`src/count_value_pkg.sv`:
```
/*
 * Package for the external-reset mode timer: register map, mode encodings,
 * reset values and widths. Assumes a 32-bit AXI4-Lite register bus.
 */
package count_value_pkg;
    // ==========================================================
    // Register offsets (byte addresses)
    localparam logic [7:0] COUNT_VALUE_CTRL_OFS = 8'h00;
    localparam logic [7:0] COUNT_VALUE_MODE_OFS = 8'h04;
    localparam logic [7:0] COUNT_VALUE_SRC_OFS = 8'h08;
    localparam logic [7:0] COUNT_VALUE_PERIOD_OFS = 8'h0C;
    localparam logic [7:0] COUNT_VALUE_COUNT_OFS = 8'h10;
    localparam logic [7:0] COUNT_VALUE_STAT_OFS = 8'h14;
    // ==========================================================
    // Field positions and reset values
    localparam int COUNT_VALUE_CTRL_EN_BIT = 0;
    localparam int COUNT_VALUE_CTRL_FRZ_BIT = 1;
    localparam logic [7:0] COUNT_VALUE_PERIOD_RST = 8'hFF;
    localparam logic [4:0] COUNT_VALUE_MODE_RST = 5'h00;
    localparam logic [2:0] COUNT_VALUE_SRC_RST = 3'h0;
    localparam int COUNT_VALUE_SRC_W = 3;
    localparam int COUNT_VALUE_NSRC = 8;
    // ==========================================================
    // Mode families (upper two bits of the mode field)
    localparam logic [1:0] COUNT_VALUE_FAM_FREE = 2'h0;
    localparam logic [1:0] COUNT_VALUE_FAM_ONESHOT = 2'h1;
    localparam logic [1:0] COUNT_VALUE_FAM_MONO = 2'h2;
    // AXI responses
    localparam logic [1:0] COUNT_VALUE_RESP_OKAY = 2'h0;
    localparam logic [1:0] COUNT_VALUE_RESP_SLVERR = 2'h2;
endpackage

```
`src/count_value_timer.sv`:
```
/*
 * External-reset mode timer: 8-bit count against a period value, steered by a
 * five-bit mode field and one selected external reset signal.
 * Assumes a synchronous prescaled clock aclk and a single AXI4-Lite master.
 */
`timescale 1ns/1ns
// Notes on behaviour
// - One external reset input, picked from several sources by a software select register.
// - Five-bit mode: upper two bits choose family, lower three choose variant.
// - External input is ignored entirely while debug freeze is active.
// - Free codes 000/001/010: count with enable, plus input high or low.
// - Free code 011: any edge clears count, enabled or not; stop when disabled.
// - Free codes 100/101: rising or falling edge clears; counts while enabled.
// - Free codes 110/111: held clear while input low or high respectively.
// - One-shot 000 starts when software sets enable.
// - One-shot 001/010/011 start on enable plus rising, falling or any edge.
// - One-shot 100/101: qualifying edge both starts and clears the count.
// - One-shot 110/111: start on edge, clear while input at the opposite level.
// - One-shot: clock after count equals period clears enable, count stops at zero.
// - Edge-started modes need a fresh edge after enable is set again.
// - Monostable 001-011: stop at zero after period match, enable stays set.
// - Family 10 codes 110/111: level start, opposite level clears; enable needed.
// - Count increments each clock; match flags postscaler, count clears next clock.
// - External reset events clear prescaler and postscaler counters.
module count_value_timer import count_value_pkg::*; #(
    parameter int NSRC = COUNT_VALUE_NSRC
) (
    input wire logic aclk,
    input wire logic aresetn,
    input wire logic [NSRC-1:0] reset_sources,
    input wire logic debug_freeze,
    output logic period_match,
    output logic scaler_clear,
    output logic [7:0] count_value,
    input wire logic [7:0] s_axi_awaddr,
    input wire logic s_axi_awvalid,
    output logic s_axi_awready,
    input wire logic [31:0] s_axi_wdata,
    input wire logic [3:0] s_axi_wstrb,
    input wire logic s_axi_wvalid,
    output logic s_axi_wready,
    output logic [1:0] s_axi_bresp,
    output logic s_axi_bvalid,
    input wire logic s_axi_bready,
    input wire logic [7:0] s_axi_araddr,
    input wire logic s_axi_arvalid,
    output logic s_axi_arready,
    output logic [31:0] s_axi_rdata,
    output logic [1:0] s_axi_rresp,
    output logic s_axi_rvalid,
    input wire logic s_axi_rready
);
    // ==========================================================
    // Register state
    logic en_q;
    logic [4:0] limit_mode_control;
    logic [COUNT_VALUE_SRC_W-1:0] ext_reset_source_select;
    logic [7:0] period_value;
    logic [7:0] cnt_q;
    logic run_q;
    logic [7:0] aw_q;
    logic aw_have_q, w_have_q;
    logic [31:0] wd_q;
    logic [3:0] ws_q;
    logic wr_fire;
    logic en_wr, en_wr_val, hw_clr_en;

    // ==========================================================
    // External input selection and synchronisation
    logic sel_raw, sync1_q, sync2_q, prev_q;
    logic external_reset_signal;
    logic rise, fall, anyedge;
    assign sel_raw = reset_sources[ext_reset_source_select];

    // Two-flop synchroniser; the first stage feeds only the second
    always_ff @(posedge aclk) begin
        if (!aresetn) begin
            sync1_q <= 1'b0;
            sync2_q <= 1'b0;
            prev_q <= 1'b0;
        end else begin
            sync1_q <= sel_raw;
            sync2_q <= sync1_q;
            prev_q <= sync2_q;
        end
    end

    // Freeze masks the input; no edge can leak out when freeze ends since prev tracks too
    assign external_reset_signal = sync2_q;
    assign rise = !debug_freeze && sync2_q && !prev_q;
    assign fall = !debug_freeze && !sync2_q && prev_q;
    assign anyedge = rise || fall;

    // ==========================================================
    // Mode decode: start, clear, gate and stop conditions
    logic [1:0] fam;
    logic [2:0] var3;
    logic lvl_hi, lvl_lo;
    logic start_ev, clr_ev, gate_ok, reserved, edge_mode, oneshot, mono;
    assign fam = limit_mode_control[4:3];
    assign var3 = limit_mode_control[2:0];
    assign lvl_hi = !debug_freeze && external_reset_signal;
    assign lvl_lo = !debug_freeze && !external_reset_signal;
    assign oneshot = (fam == COUNT_VALUE_FAM_ONESHOT) || (fam == COUNT_VALUE_FAM_MONO && var3[2:1] == 2'h3);
    assign mono = (fam == COUNT_VALUE_FAM_MONO) && (var3 inside {3'h1, 3'h2, 3'h3});
    assign reserved = (fam == 2'h3) || ((fam == COUNT_VALUE_FAM_MONO) && !mono && !oneshot);
    assign edge_mode = (fam != COUNT_VALUE_FAM_FREE) && !(fam == COUNT_VALUE_FAM_MONO && var3[2:1] == 2'h3)
        && (var3 != 3'h0);

    // Combinational decode per family
    always_comb begin
        start_ev = 1'b0;
        clr_ev = 1'b0;
        gate_ok = 1'b1;
        if (fam == COUNT_VALUE_FAM_FREE) begin
            unique case (var3)
                3'h0: ;
                3'h1: gate_ok = lvl_hi;
                3'h2: gate_ok = lvl_lo;
                3'h3: clr_ev = anyedge;
                3'h4: clr_ev = rise;
                3'h5: clr_ev = fall;
                3'h6: clr_ev = lvl_lo;
                3'h7: clr_ev = lvl_hi;
            endcase
        end else if (fam == COUNT_VALUE_FAM_ONESHOT || mono) begin
            unique case (var3)
                3'h0: start_ev = 1'b1;
                3'h1: start_ev = rise;
                3'h2: start_ev = fall;
                3'h3: start_ev = anyedge;
                3'h4: begin start_ev = rise; clr_ev = rise; end
                3'h5: begin start_ev = fall; clr_ev = fall; end
                3'h6: begin start_ev = rise; clr_ev = lvl_lo; end
                3'h7: begin start_ev = fall; clr_ev = lvl_hi; end
            endcase
        end else if (oneshot) begin
            start_ev = var3[0] ? lvl_lo : lvl_hi;
            clr_ev = var3[0] ? lvl_hi : lvl_lo;
        end
    end

    // ==========================================================
    // Counter core
    logic stopping, counting;
    assign period_match = (cnt_q == period_value) && counting;
    assign counting = en_q && !reserved && gate_ok && !clr_ev
        && ((fam == COUNT_VALUE_FAM_FREE) || run_q);
    assign stopping = period_match && (oneshot || mono);
    assign hw_clr_en = stopping && oneshot;
    assign scaler_clear = clr_ev || wr_fire;
    assign count_value = cnt_q;

    // Run flag: armed by a start event, dropped at period end or by disable
    always_ff @(posedge aclk) begin
        if (!aresetn) begin
            run_q <= 1'b0;
        end else if (!en_q || reserved) begin
            run_q <= 1'b0; // Edge must come after enable is back
        end else if (stopping) begin
            run_q <= 1'b0;
        end else if (start_ev) begin
            run_q <= 1'b1;
        end
    end

    // Count register: clear wins over increment; a software write to COUNT loads its value and wins over both
    always_ff @(posedge aclk) begin
        if (!aresetn) begin
            cnt_q <= 8'h00;
        end else if (wr_fire && aw_q == COUNT_VALUE_COUNT_OFS) begin
            cnt_q <= wd_q[7:0];
        end else if (clr_ev || period_match) begin
            cnt_q <= 8'h00;
        end else if (counting) begin
            cnt_q <= cnt_q + 8'h01;
        end
    end

    // Enable bit: hardware clear at one-shot end loses to a software set in that cycle
    assign en_wr = wr_fire && aw_q == COUNT_VALUE_CTRL_OFS && ws_q[0];
    assign en_wr_val = wd_q[COUNT_VALUE_CTRL_EN_BIT];
    always_ff @(posedge aclk) begin
        if (!aresetn) begin
            en_q <= 1'b0;
        end else if (en_wr) begin
            en_q <= en_wr_val;
        end else if (hw_clr_en) begin
            en_q <= 1'b0;
        end
    end

    // ==========================================================
    // AXI4-Lite slave: address and data taken in either order
    assign s_axi_awready = !aw_have_q && !s_axi_bvalid;
    assign s_axi_wready = !w_have_q && !s_axi_bvalid;
    assign wr_fire = aw_have_q && w_have_q && !s_axi_bvalid;

    // Write channel capture and response
    always_ff @(posedge aclk) begin
        if (!aresetn) begin
            aw_have_q <= 1'b0;
            w_have_q <= 1'b0;
            aw_q <= 8'h00;
            wd_q <= 32'h0000_0000;
            ws_q <= 4'h0;
            s_axi_bvalid <= 1'b0;
            s_axi_bresp <= COUNT_VALUE_RESP_OKAY;
        end else begin
            if (s_axi_awvalid && s_axi_awready) begin
                aw_have_q <= 1'b1;
                aw_q <= s_axi_awaddr;
            end
            if (s_axi_wvalid && s_axi_wready) begin
                w_have_q <= 1'b1;
                wd_q <= s_axi_wdata;
                ws_q <= s_axi_wstrb;
            end
            if (wr_fire) begin
                aw_have_q <= 1'b0;
                w_have_q <= 1'b0;
                s_axi_bvalid <= 1'b1;
                s_axi_bresp <= (aw_q > COUNT_VALUE_STAT_OFS || aw_q[1:0] != 2'h0)
                    ? COUNT_VALUE_RESP_SLVERR : COUNT_VALUE_RESP_OKAY;
            end else if (s_axi_bready) begin
                s_axi_bvalid <= 1'b0;
            end
        end
    end

    // Configuration registers; low byte lane only carries data
    always_ff @(posedge aclk) begin
        if (!aresetn) begin
            limit_mode_control <= COUNT_VALUE_MODE_RST;
            ext_reset_source_select <= COUNT_VALUE_SRC_RST;
            period_value <= COUNT_VALUE_PERIOD_RST;
        end else if (wr_fire && ws_q[0]) begin
            if (aw_q == COUNT_VALUE_MODE_OFS) limit_mode_control <= wd_q[4:0];
            if (aw_q == COUNT_VALUE_SRC_OFS) ext_reset_source_select <= wd_q[COUNT_VALUE_SRC_W-1:0];
            if (aw_q == COUNT_VALUE_PERIOD_OFS) period_value <= wd_q[7:0];
        end
    end

    // Read channel: one-cycle turnaround, data registered
    assign s_axi_arready = !s_axi_rvalid;
    always_ff @(posedge aclk) begin
        if (!aresetn) begin
            s_axi_rvalid <= 1'b0;
            s_axi_rdata <= 32'h0000_0000;
            s_axi_rresp <= COUNT_VALUE_RESP_OKAY;
        end else if (s_axi_arvalid && s_axi_arready) begin
            s_axi_rvalid <= 1'b1;
            s_axi_rresp <= COUNT_VALUE_RESP_OKAY;
            unique case (s_axi_araddr)
                COUNT_VALUE_CTRL_OFS: s_axi_rdata <= {31'h0, en_q};
                COUNT_VALUE_MODE_OFS: s_axi_rdata <= {27'h0, limit_mode_control};
                COUNT_VALUE_SRC_OFS: s_axi_rdata <= {29'h0, ext_reset_source_select};
                COUNT_VALUE_PERIOD_OFS: s_axi_rdata <= {24'h0, period_value};
                COUNT_VALUE_COUNT_OFS: s_axi_rdata <= {24'h0, cnt_q};
                COUNT_VALUE_STAT_OFS: s_axi_rdata <= {29'h0, reserved, sync2_q, run_q};
                default: begin
                    s_axi_rdata <= 32'h0000_0000;
                    s_axi_rresp <= COUNT_VALUE_RESP_SLVERR;
                end
            endcase
        end else if (s_axi_rready) begin
            s_axi_rvalid <= 1'b0;
        end
    end
endmodule

```
`config.mk`:
```
export PLATFORM = sky130hd
export DESIGN_NAME = count_value_timer
export DESIGN_NICKNAME = d
export VERILOG_FILES = /design/src/count_value_pkg.sv /design/src/count_value_timer.sv
export SDC_FILE = /design/constraint.sdc
export NUM_CORES = 1
export LEC_CHECK = 0
export ABC_AREA = 0
export BUFFER_PORTS_ARGS = -buffer_cell sky130_fd_sc_hd__buf_2
export CAP_MARGIN = 15
export CORE_ASPECT_RATIO = 1.4
export CORE_UTILIZATION = 50
export DETAILED_ROUTE_END_ITERATION = 6
export GPL_ROUTABILITY_DRIVEN = 0
export PLACE_DENSITY = 0.88
export SLEW_MARGIN = 0
export SYNTH_ARGS = -nofsm -noshare
export SYNTH_HDL_FRONTEND = slang
export SYNTH_SLANG_ARGS = --single-unit
```
`constraint.sdc`:
```
create_clock -name aclk -period 2.6 [get_ports aclk]
set_clock_uncertainty 0.2 [all_clocks]
set_input_delay 0.13 -clock aclk [delete_from_list [all_inputs] [get_ports aclk]]
set_output_delay 0.13 -clock aclk [all_outputs]
set_load 0.03 [all_outputs]
```
Yosys cells after proc, flatten, opt, wreduce, memory -nomap -nowiden

Cells that the tools add are included.
W data, S select, Z words.

Register bits: 86
Input bits: 68
Output and inout port bits: 51
Word-level logic and storage cells: 137

Add/sub/neg operators: 1
$lt $le $gt $ge: 2
Equality and inequality tests: 21
Multiplexer cells: 27
Bitwise operators: 1
Reductions and logical operators: 66

Operator list:

| operator              | number |
|---|---|
| $pmux W8 S6           | 1 |
| $eq A8 B4 Y1 const B  | 4 |
| $logic_and A1 B1 Y1   | 26 |
| $eq A8 B5 Y1 const B  | 3 |
| $mux W8               | 3 |
| $eq A8 B3 Y1 const B  | 2 |
| $logic_not A8 Y1      | 2 |
| $mux W1               | 16 |
| $eq A3 B3 Y1 const B  | 4 |
| $logic_not A1 Y1      | 12 |
| $logic_or A1 B1 Y1    | 10 |
| $reduce_or A3 Y1      | 3 |
| $add A8 B1 Y8 const B | 1 |
| $eq A8 B8 Y1          | 1 |
| $gt A8 B5 Y1 const B  | 1 |
| $pmux W1 S4           | 2 |
| $reduce_bool A2 Y1    | 4 |
| $eq A2 B2 Y1 const B  | 3 |
| $eq A3 B2 Y1 const B  | 2 |
| $reduce_and A2 Y1     | 3 |
| $reduce_bool A3 Y1    | 2 |
| $reduce_or A6 Y1      | 1 |
| $pmux W1 S5           | 1 |
| $lt A3 B4 Y1 const B  | 1 |
| 9 further kinds       | 10 |

Logic depth before layout (Yosys ltp)

Word-level depth: 17
Gate-level depth with buffers: 8
Depth with buffers taken out: 6

Least setup slack after synthesis

Ideal clock, no wire load.

Path type: register to register
From: reg cnt_q[5], in the netlist count_value[5]
To: reg en_q
Library setup time: 0.115 ns
Arrival: 1.852 ns
Required time: 2.285 ns
Path slack: 0.433 ns
Cell stages (with the launch flop): 7
Path buffers: 0
Period minus slack after synthesis: 2.167 ns
Cell sequence: dfxtp_1 xnor2_1 nand4_1 nor2_1 and3_1 a21oi_1 o21a_1

Cells in the longest elaborated chain, start to end: 5

RTL lines:

| item                                | line                     | source |
|---|---|---|
| from (decl)                         | count_value_timer.sv:59  | `logic [7:0] cnt_q;` |
| from (signal assigned)              | count_value_timer.sv:172 | `cnt_q <= wd_q[7:0];` |
| from (signal assigned)              | count_value_timer.sv:176 | `cnt_q <= cnt_q + 8'h01;` |
| $eq A8 B8 Y1                        | count_value_timer.sv:146 | `assign period_match = (cnt_q == period_value) && counting;` |
| $logic_and A1 B1 Y1                 | count_value_timer.sv:146 |  |
| via period_match                    | count_value_timer.sv:32  | `output logic period_match,` |
| $logic_and A1 B1 Y1                 | count_value_timer.sv:149 | `assign stopping = period_match && (oneshot \|\| mono);` |
| $logic_and A1 B1 Y1                 | count_value_timer.sv:150 | `assign hw_clr_en = stopping && oneshot;` |
| $reduce_bool A2 Y1 (no source line) | n/a                      |  |
| to (signal assigned)                | count_value_timer.sv:187 | `en_q <= en_wr_val;` |
| to (decl)                           | count_value_timer.sv:55  | `logic en_q;` |

The timed path passes the listed nets, and every way through them passes these cells.
A chain may end at the register's enable or synchronous reset.

Worst setup path after layout

From: reg limit_mode_control[0]
To: out period_match

Cells in the longest elaborated chain, start to end: 13
Elaborated cells on any way between the ends: 29
Those cells by class: 7 x eq/ne; 8 x mux; 14 x reduce/logical

RTL lines:

| item                                                | line                                               | source |
|---|---|---|
| from (decl)                                         | count_value_timer.sv:56                            | `logic [4:0] limit_mode_control;` |
| from (signal assigned)                              | count_value_timer.sv:238                           | `if (aw_q == COUNT_VALUE_MODE_OFS) limit_mode_control <= wd_q[4:0];` |
| $eq A3 B1 Y1 / $eq A3 B2 Y1 (equally long branches) | count_value_timer.sv:105, count_value_timer.sv:116 |  |
| $reduce_bool A3 Y1                                  | count_value_timer.sv:105                           | `assign mono = (fam == COUNT_VALUE_FAM_MONO) && (var3 inside {3'h1, 3'h2, 3'h3});` |
| $logic_and A1 B1 Y1                                 | count_value_timer.sv:105                           |  |
| $logic_not A1 Y1                                    | count_value_timer.sv:106                           | `assign reserved = (fam == 2'h3) \|\| ((fam == COUNT_VALUE_FAM_MONO) && !mono && !oneshot);` |
| $logic_and A1 B1 Y1 (2 in a row)                    | count_value_timer.sv:106                           |  |
| $logic_or A1 B1 Y1                                  | count_value_timer.sv:106                           |  |
| $logic_not A1 Y1                                    | count_value_timer.sv:147                           | `assign counting = en_q && !reserved && gate_ok && !clr_ev` |
| $logic_and A1 B1 Y1 (2 in a row)                    | count_value_timer.sv:147                           |  |
| $logic_and A1 B1 Y1 (*)                             | count_value_timer.sv:147                           |  |
| $logic_and A1 B1 Y1 (*)                             | count_value_timer.sv:148                           | `&& ((fam == COUNT_VALUE_FAM_FREE) \|\| run_q);` |
| $logic_and A1 B1 Y1 (*)                             | count_value_timer.sv:146                           |  |
| to (decl)                                           | count_value_timer.sv:32                            |  |

Every way passes the cells marked *; elsewhere a longest branch is shown, timed or not.

==> key figures <==
Status
  – Status: completed

Synth
  – Fraction of the mapped netlist area in adder cells: 0.003689
  – Gate Count Post-Synth: 399
  – Area share of and/or/nand/nor cells after synthesis: 0.2420
  – Seq/Total Area, Yosys: 0.3541
  – FF+latch count, synth: 60
  – Post-synth EDFFs: 0
  – Complex-gate fraction of the synthesized area: 0.1951
  – Top FF cell, synth: dfxtp_1
  – Mean Syn Cell Area: 8.501 µm²
  – Post-synth cell types: 55
  – Syn Std Cell Area: 3392 µm²
  – Synth Area in XOR/XNOR: 0.02582
  – Largest family of logic cells by synthesized area: simple AND/OR/NAND/NOR gates
  – Mux share of post-synthesis cell area: 0.08558
  – Syn. warnings: 0
  – Fraction of registers with async set/reset: 0

Setup path
  – Worst EP required: 2270 ps
  – CP Launch Type: flip-flop
  – Max FO, Critical Path: 15
  – Crit path max-delay cell type: dfxtp_4
  – Crit path from: limit_mode_control[0]
  – CP max stage delay: 430 ps
  – Reg2reg start: external_reset_signal
  – Crit path cell chain: or3b_1, and3_1, a211oi_2, buf_6, and3_1, clkbuf_4
  – Setup CP Type: reg2out
  – Worst Path Arrival: 2190 ps
  – Most used cell, CP: and3_1
  – CP endpoint kind: output pin

Routing
  – TritonRoute pass-1 iters: 5
  – Drt via density: 5.467
  – Vias: 3018
  – WL per Instance: 13.65 µm
  – Starting DRT DRC Count: 141
  – Final WL: 7535 µm
  – DR DRC count: 0
  – Antenna-violating nets left: 0

Clocking
  – Clock transition at path regs: 60 ps
  – H-tree levels: 3
  – Clock Latency Late Sink: 340 ps
  – CTS Root Buffer Type: clkbuf_8
  – Total clock sinks: 60
  – Clock Tree Buf Depth: 2
  – Cts bufs inserted: 9
  – CTS tree: yes
  – Post-CTS Setup Inserts: 0

Finish
  – Area grow syn2layout: 19.11%
  – Filler instances: 548
  – Final antenna diode count: 0
  – Final Util: 0.6150
  – Share of cells above drive strength 1: 0.2071
  – Layout Nets: 544
  – Cell Count, Final, Fillers Out: 552

Timing
  – Final setup margin: 75.10 ps
  – Worst slew margin relative to its limit: 0.5538
  – Max Clock Freq: 0.3961 GHz
  – Pins Over Slew Limit: 0
  – Endpoints failing setup: 0
  – Fin. Hold Viols: 0
  – Post-route minimum period: 2525 ps
  – Fin crit share: 0.9711
  – Worst-Margin Slew: 669.4 ps

Global routing
  – GRT overflow: 0
  – Vias in the first global route: 2865
  – First-pass GRT wire length: 12540 µm
  – Initial antenna violation count: 0
  – Total global-route track usage: 0.2224
  – Largest net degree at the start of global routing: 48

Floorplanning
  – Die Span Y: 99.46 µm
  – I/O Pins: 119
  – Initial core utilization: 0.5164
  – DIE AREA: 7122 µm²
  – Row count: 35
  – Placeable Area: 6569 µm²
  – Die X: 71.61 µm

Hold path
  – Hold_sp: s_axi_araddr[1]
  – Worst hold path type: in2reg

Placement
  – Dpl ws: 227.8 ps
  – DP HPWL: 5407 µm
  – DP Cell Count: 518
  – PortBufs: 65

Power
  – LEAKAGE: 0.001727 µW
  – VDD IR max: 0.0003469 V
  – Power density cells: 506.1 nW/µm²

Job
  – Max-cap violations: 0
==> layer usage <==
layer / up-vias / global-route usage / routed length [µm]
met4: 0 / 0.1026 / 242
met1: 1398 / 0.2379 / 3046
met5: - / 0 / 0
met3: 16 / 0.06282 / 393
met2: 107 / 0.3984 / 3852
li1: 1497 / - / -
==> path summary, 6_finish.rpt <==
path                      endpoint  slack, ps  cells past startpoint
max reg2reg         count_value[7]        330                      6
min                 s_axi_rdata[1]         40                      5
max                   period_match         80                      6
min reg2reg  external_reset_signal        240                      1
==> cell type report <==
class	count	area, µm²	share of cell area
Clock buffer	12	155.1	0.03840
Timing Repair Buffer	87	546.8	0.1353
Clock inverter	2	35.03	0.008671
Multi-Input combinational cell	309	1973	0.4884
Sequential cell	60	1207	0.2989
Inverter	8	30.03	0.007433
Tap cell	74	92.59	0.02292
==> flip-flops by register name (all words and copies together), names as in the netlist, 3 cells and up <==
signal and count:
period_value 8, s_axi_rdata 8, limit_mode_control 5, ext_reset_source_select 3, aw_q 8, count_value 8, wd_q 8
==> worst max-delay path, delay by kind of cell (launching register included) <==
kind	cells	cell delay (ps)
and+or+nand+nor	3	810
DFF	1	430
buffers and inverters	2	400
AOI/OAI and AO/OA	1	200
==> Yosys cell counts (3+ instances only) <==
master / n / area, µm²
and3_1: 6 / 37.54
o22ai_1: 3 / 18.77
a21boi_0: 21 / 157.7
clkbuf_1: 14 / 52.55
a22oi_1: 9 / 67.56
nor2b_1: 22 / 137.6
xnor2_1: 9 / 78.83
mux4_2: 3 / 67.56
nand3b_1: 4 / 30.03
nor2_1: 12 / 45.04
nand4b_1: 3 / 26.28
a22o_1: 3 / 26.28
o21a_1: 3 / 22.52
nand2_1: 60 / 225.2
dfxtp_1: 60 / 1201
a21boi_1: 8 / 60.06
a21oi_1: 10 / 50.05
nand2b_1: 10 / 62.56
inv_1: 8 / 30.03
o21ai_0: 19 / 95.09
nor3_1: 7 / 35.03
nor3b_1: 3 / 22.52
mux2i_1: 20 / 200.2
nand3_1: 3 / 15.01
a32oi_1: 7 / 61.31
buf_4: 27 / 202.7
nand4_1: 3 / 18.77
and2_1: 7 / 43.79
buf_2: 5 / 25.02
==> cells by family after synthesis <==
kind of cell / after synthesis
AOI/OAI and AO/OA: 95
xor gates and xnor gates: 10
adders and majority gates: 1
buffers and inverters: 55
DFF: 60
muxes: 25
other: 1
and+or+nand+nor: 152
==> layout by cell type (no fill, tap or decap), types with 4 or more instances in the layout <==
| cell | count |
|---|---|
| a32oi_1 | 7 |
| o21ai_0 | 19 |
| and2_1 | 7 |
| a21boi_1 | 8 |
| xnor2_1 | 9 |
| nor3_1 | 7 |
| nor2_1 | 11 |
| conb_1 | 26 |
| nand2_1 | 60 |
| inv_1 | 8 |
| a21boi_0 | 21 |
| a22oi_1 | 9 |
| nor2b_1 | 22 |
| a21oi_1 | 10 |
| mux2i_1 | 20 |
| nand2b_1 | 10 |
| nand3b_1 | 4 |
| buf_2 | 64 |
| clkbuf_8 | 11 |
| dfxtp_1 | 57 |
| dlygate4sd3_1 | 20 |
| and3_1 | 6 |
==> what timing repair did <==
| item | CTS | global route |
|---|---|---|
| endpoints found under the hold margin | 19 | 0 |
| endpoints found under the setup margin | 1 | 1 |
| hold buffers | 20 | 0 |
| gates cloned | 0 | 0 |
| pin swaps | 0 | 0 |
| resized for setup | 1 | 6 |
==> power breakdown <==
group          total [µW]  switching, µW  internal, µW
clock network         816            334           482
registers             973           27.4           946
logic                 255            157          98.1
total                2040            518          1530
==> stage by stage <==
step	power (µW)	setup TNS (ps)	hold WS, ps	cell area [µm²]
4_1_cts	2056	0	42.40	4026
2_1_floorplan	1191	0	67.85	3486
3_3_place_gp	1218	0	169.5	3635
3_5_place_dp	1225	0	184.2	3635
5_1_grt	2127	-12.35	80.10	4040
6_report	2045	0	44.58	4040
Power figures use the tool's default switching activity.
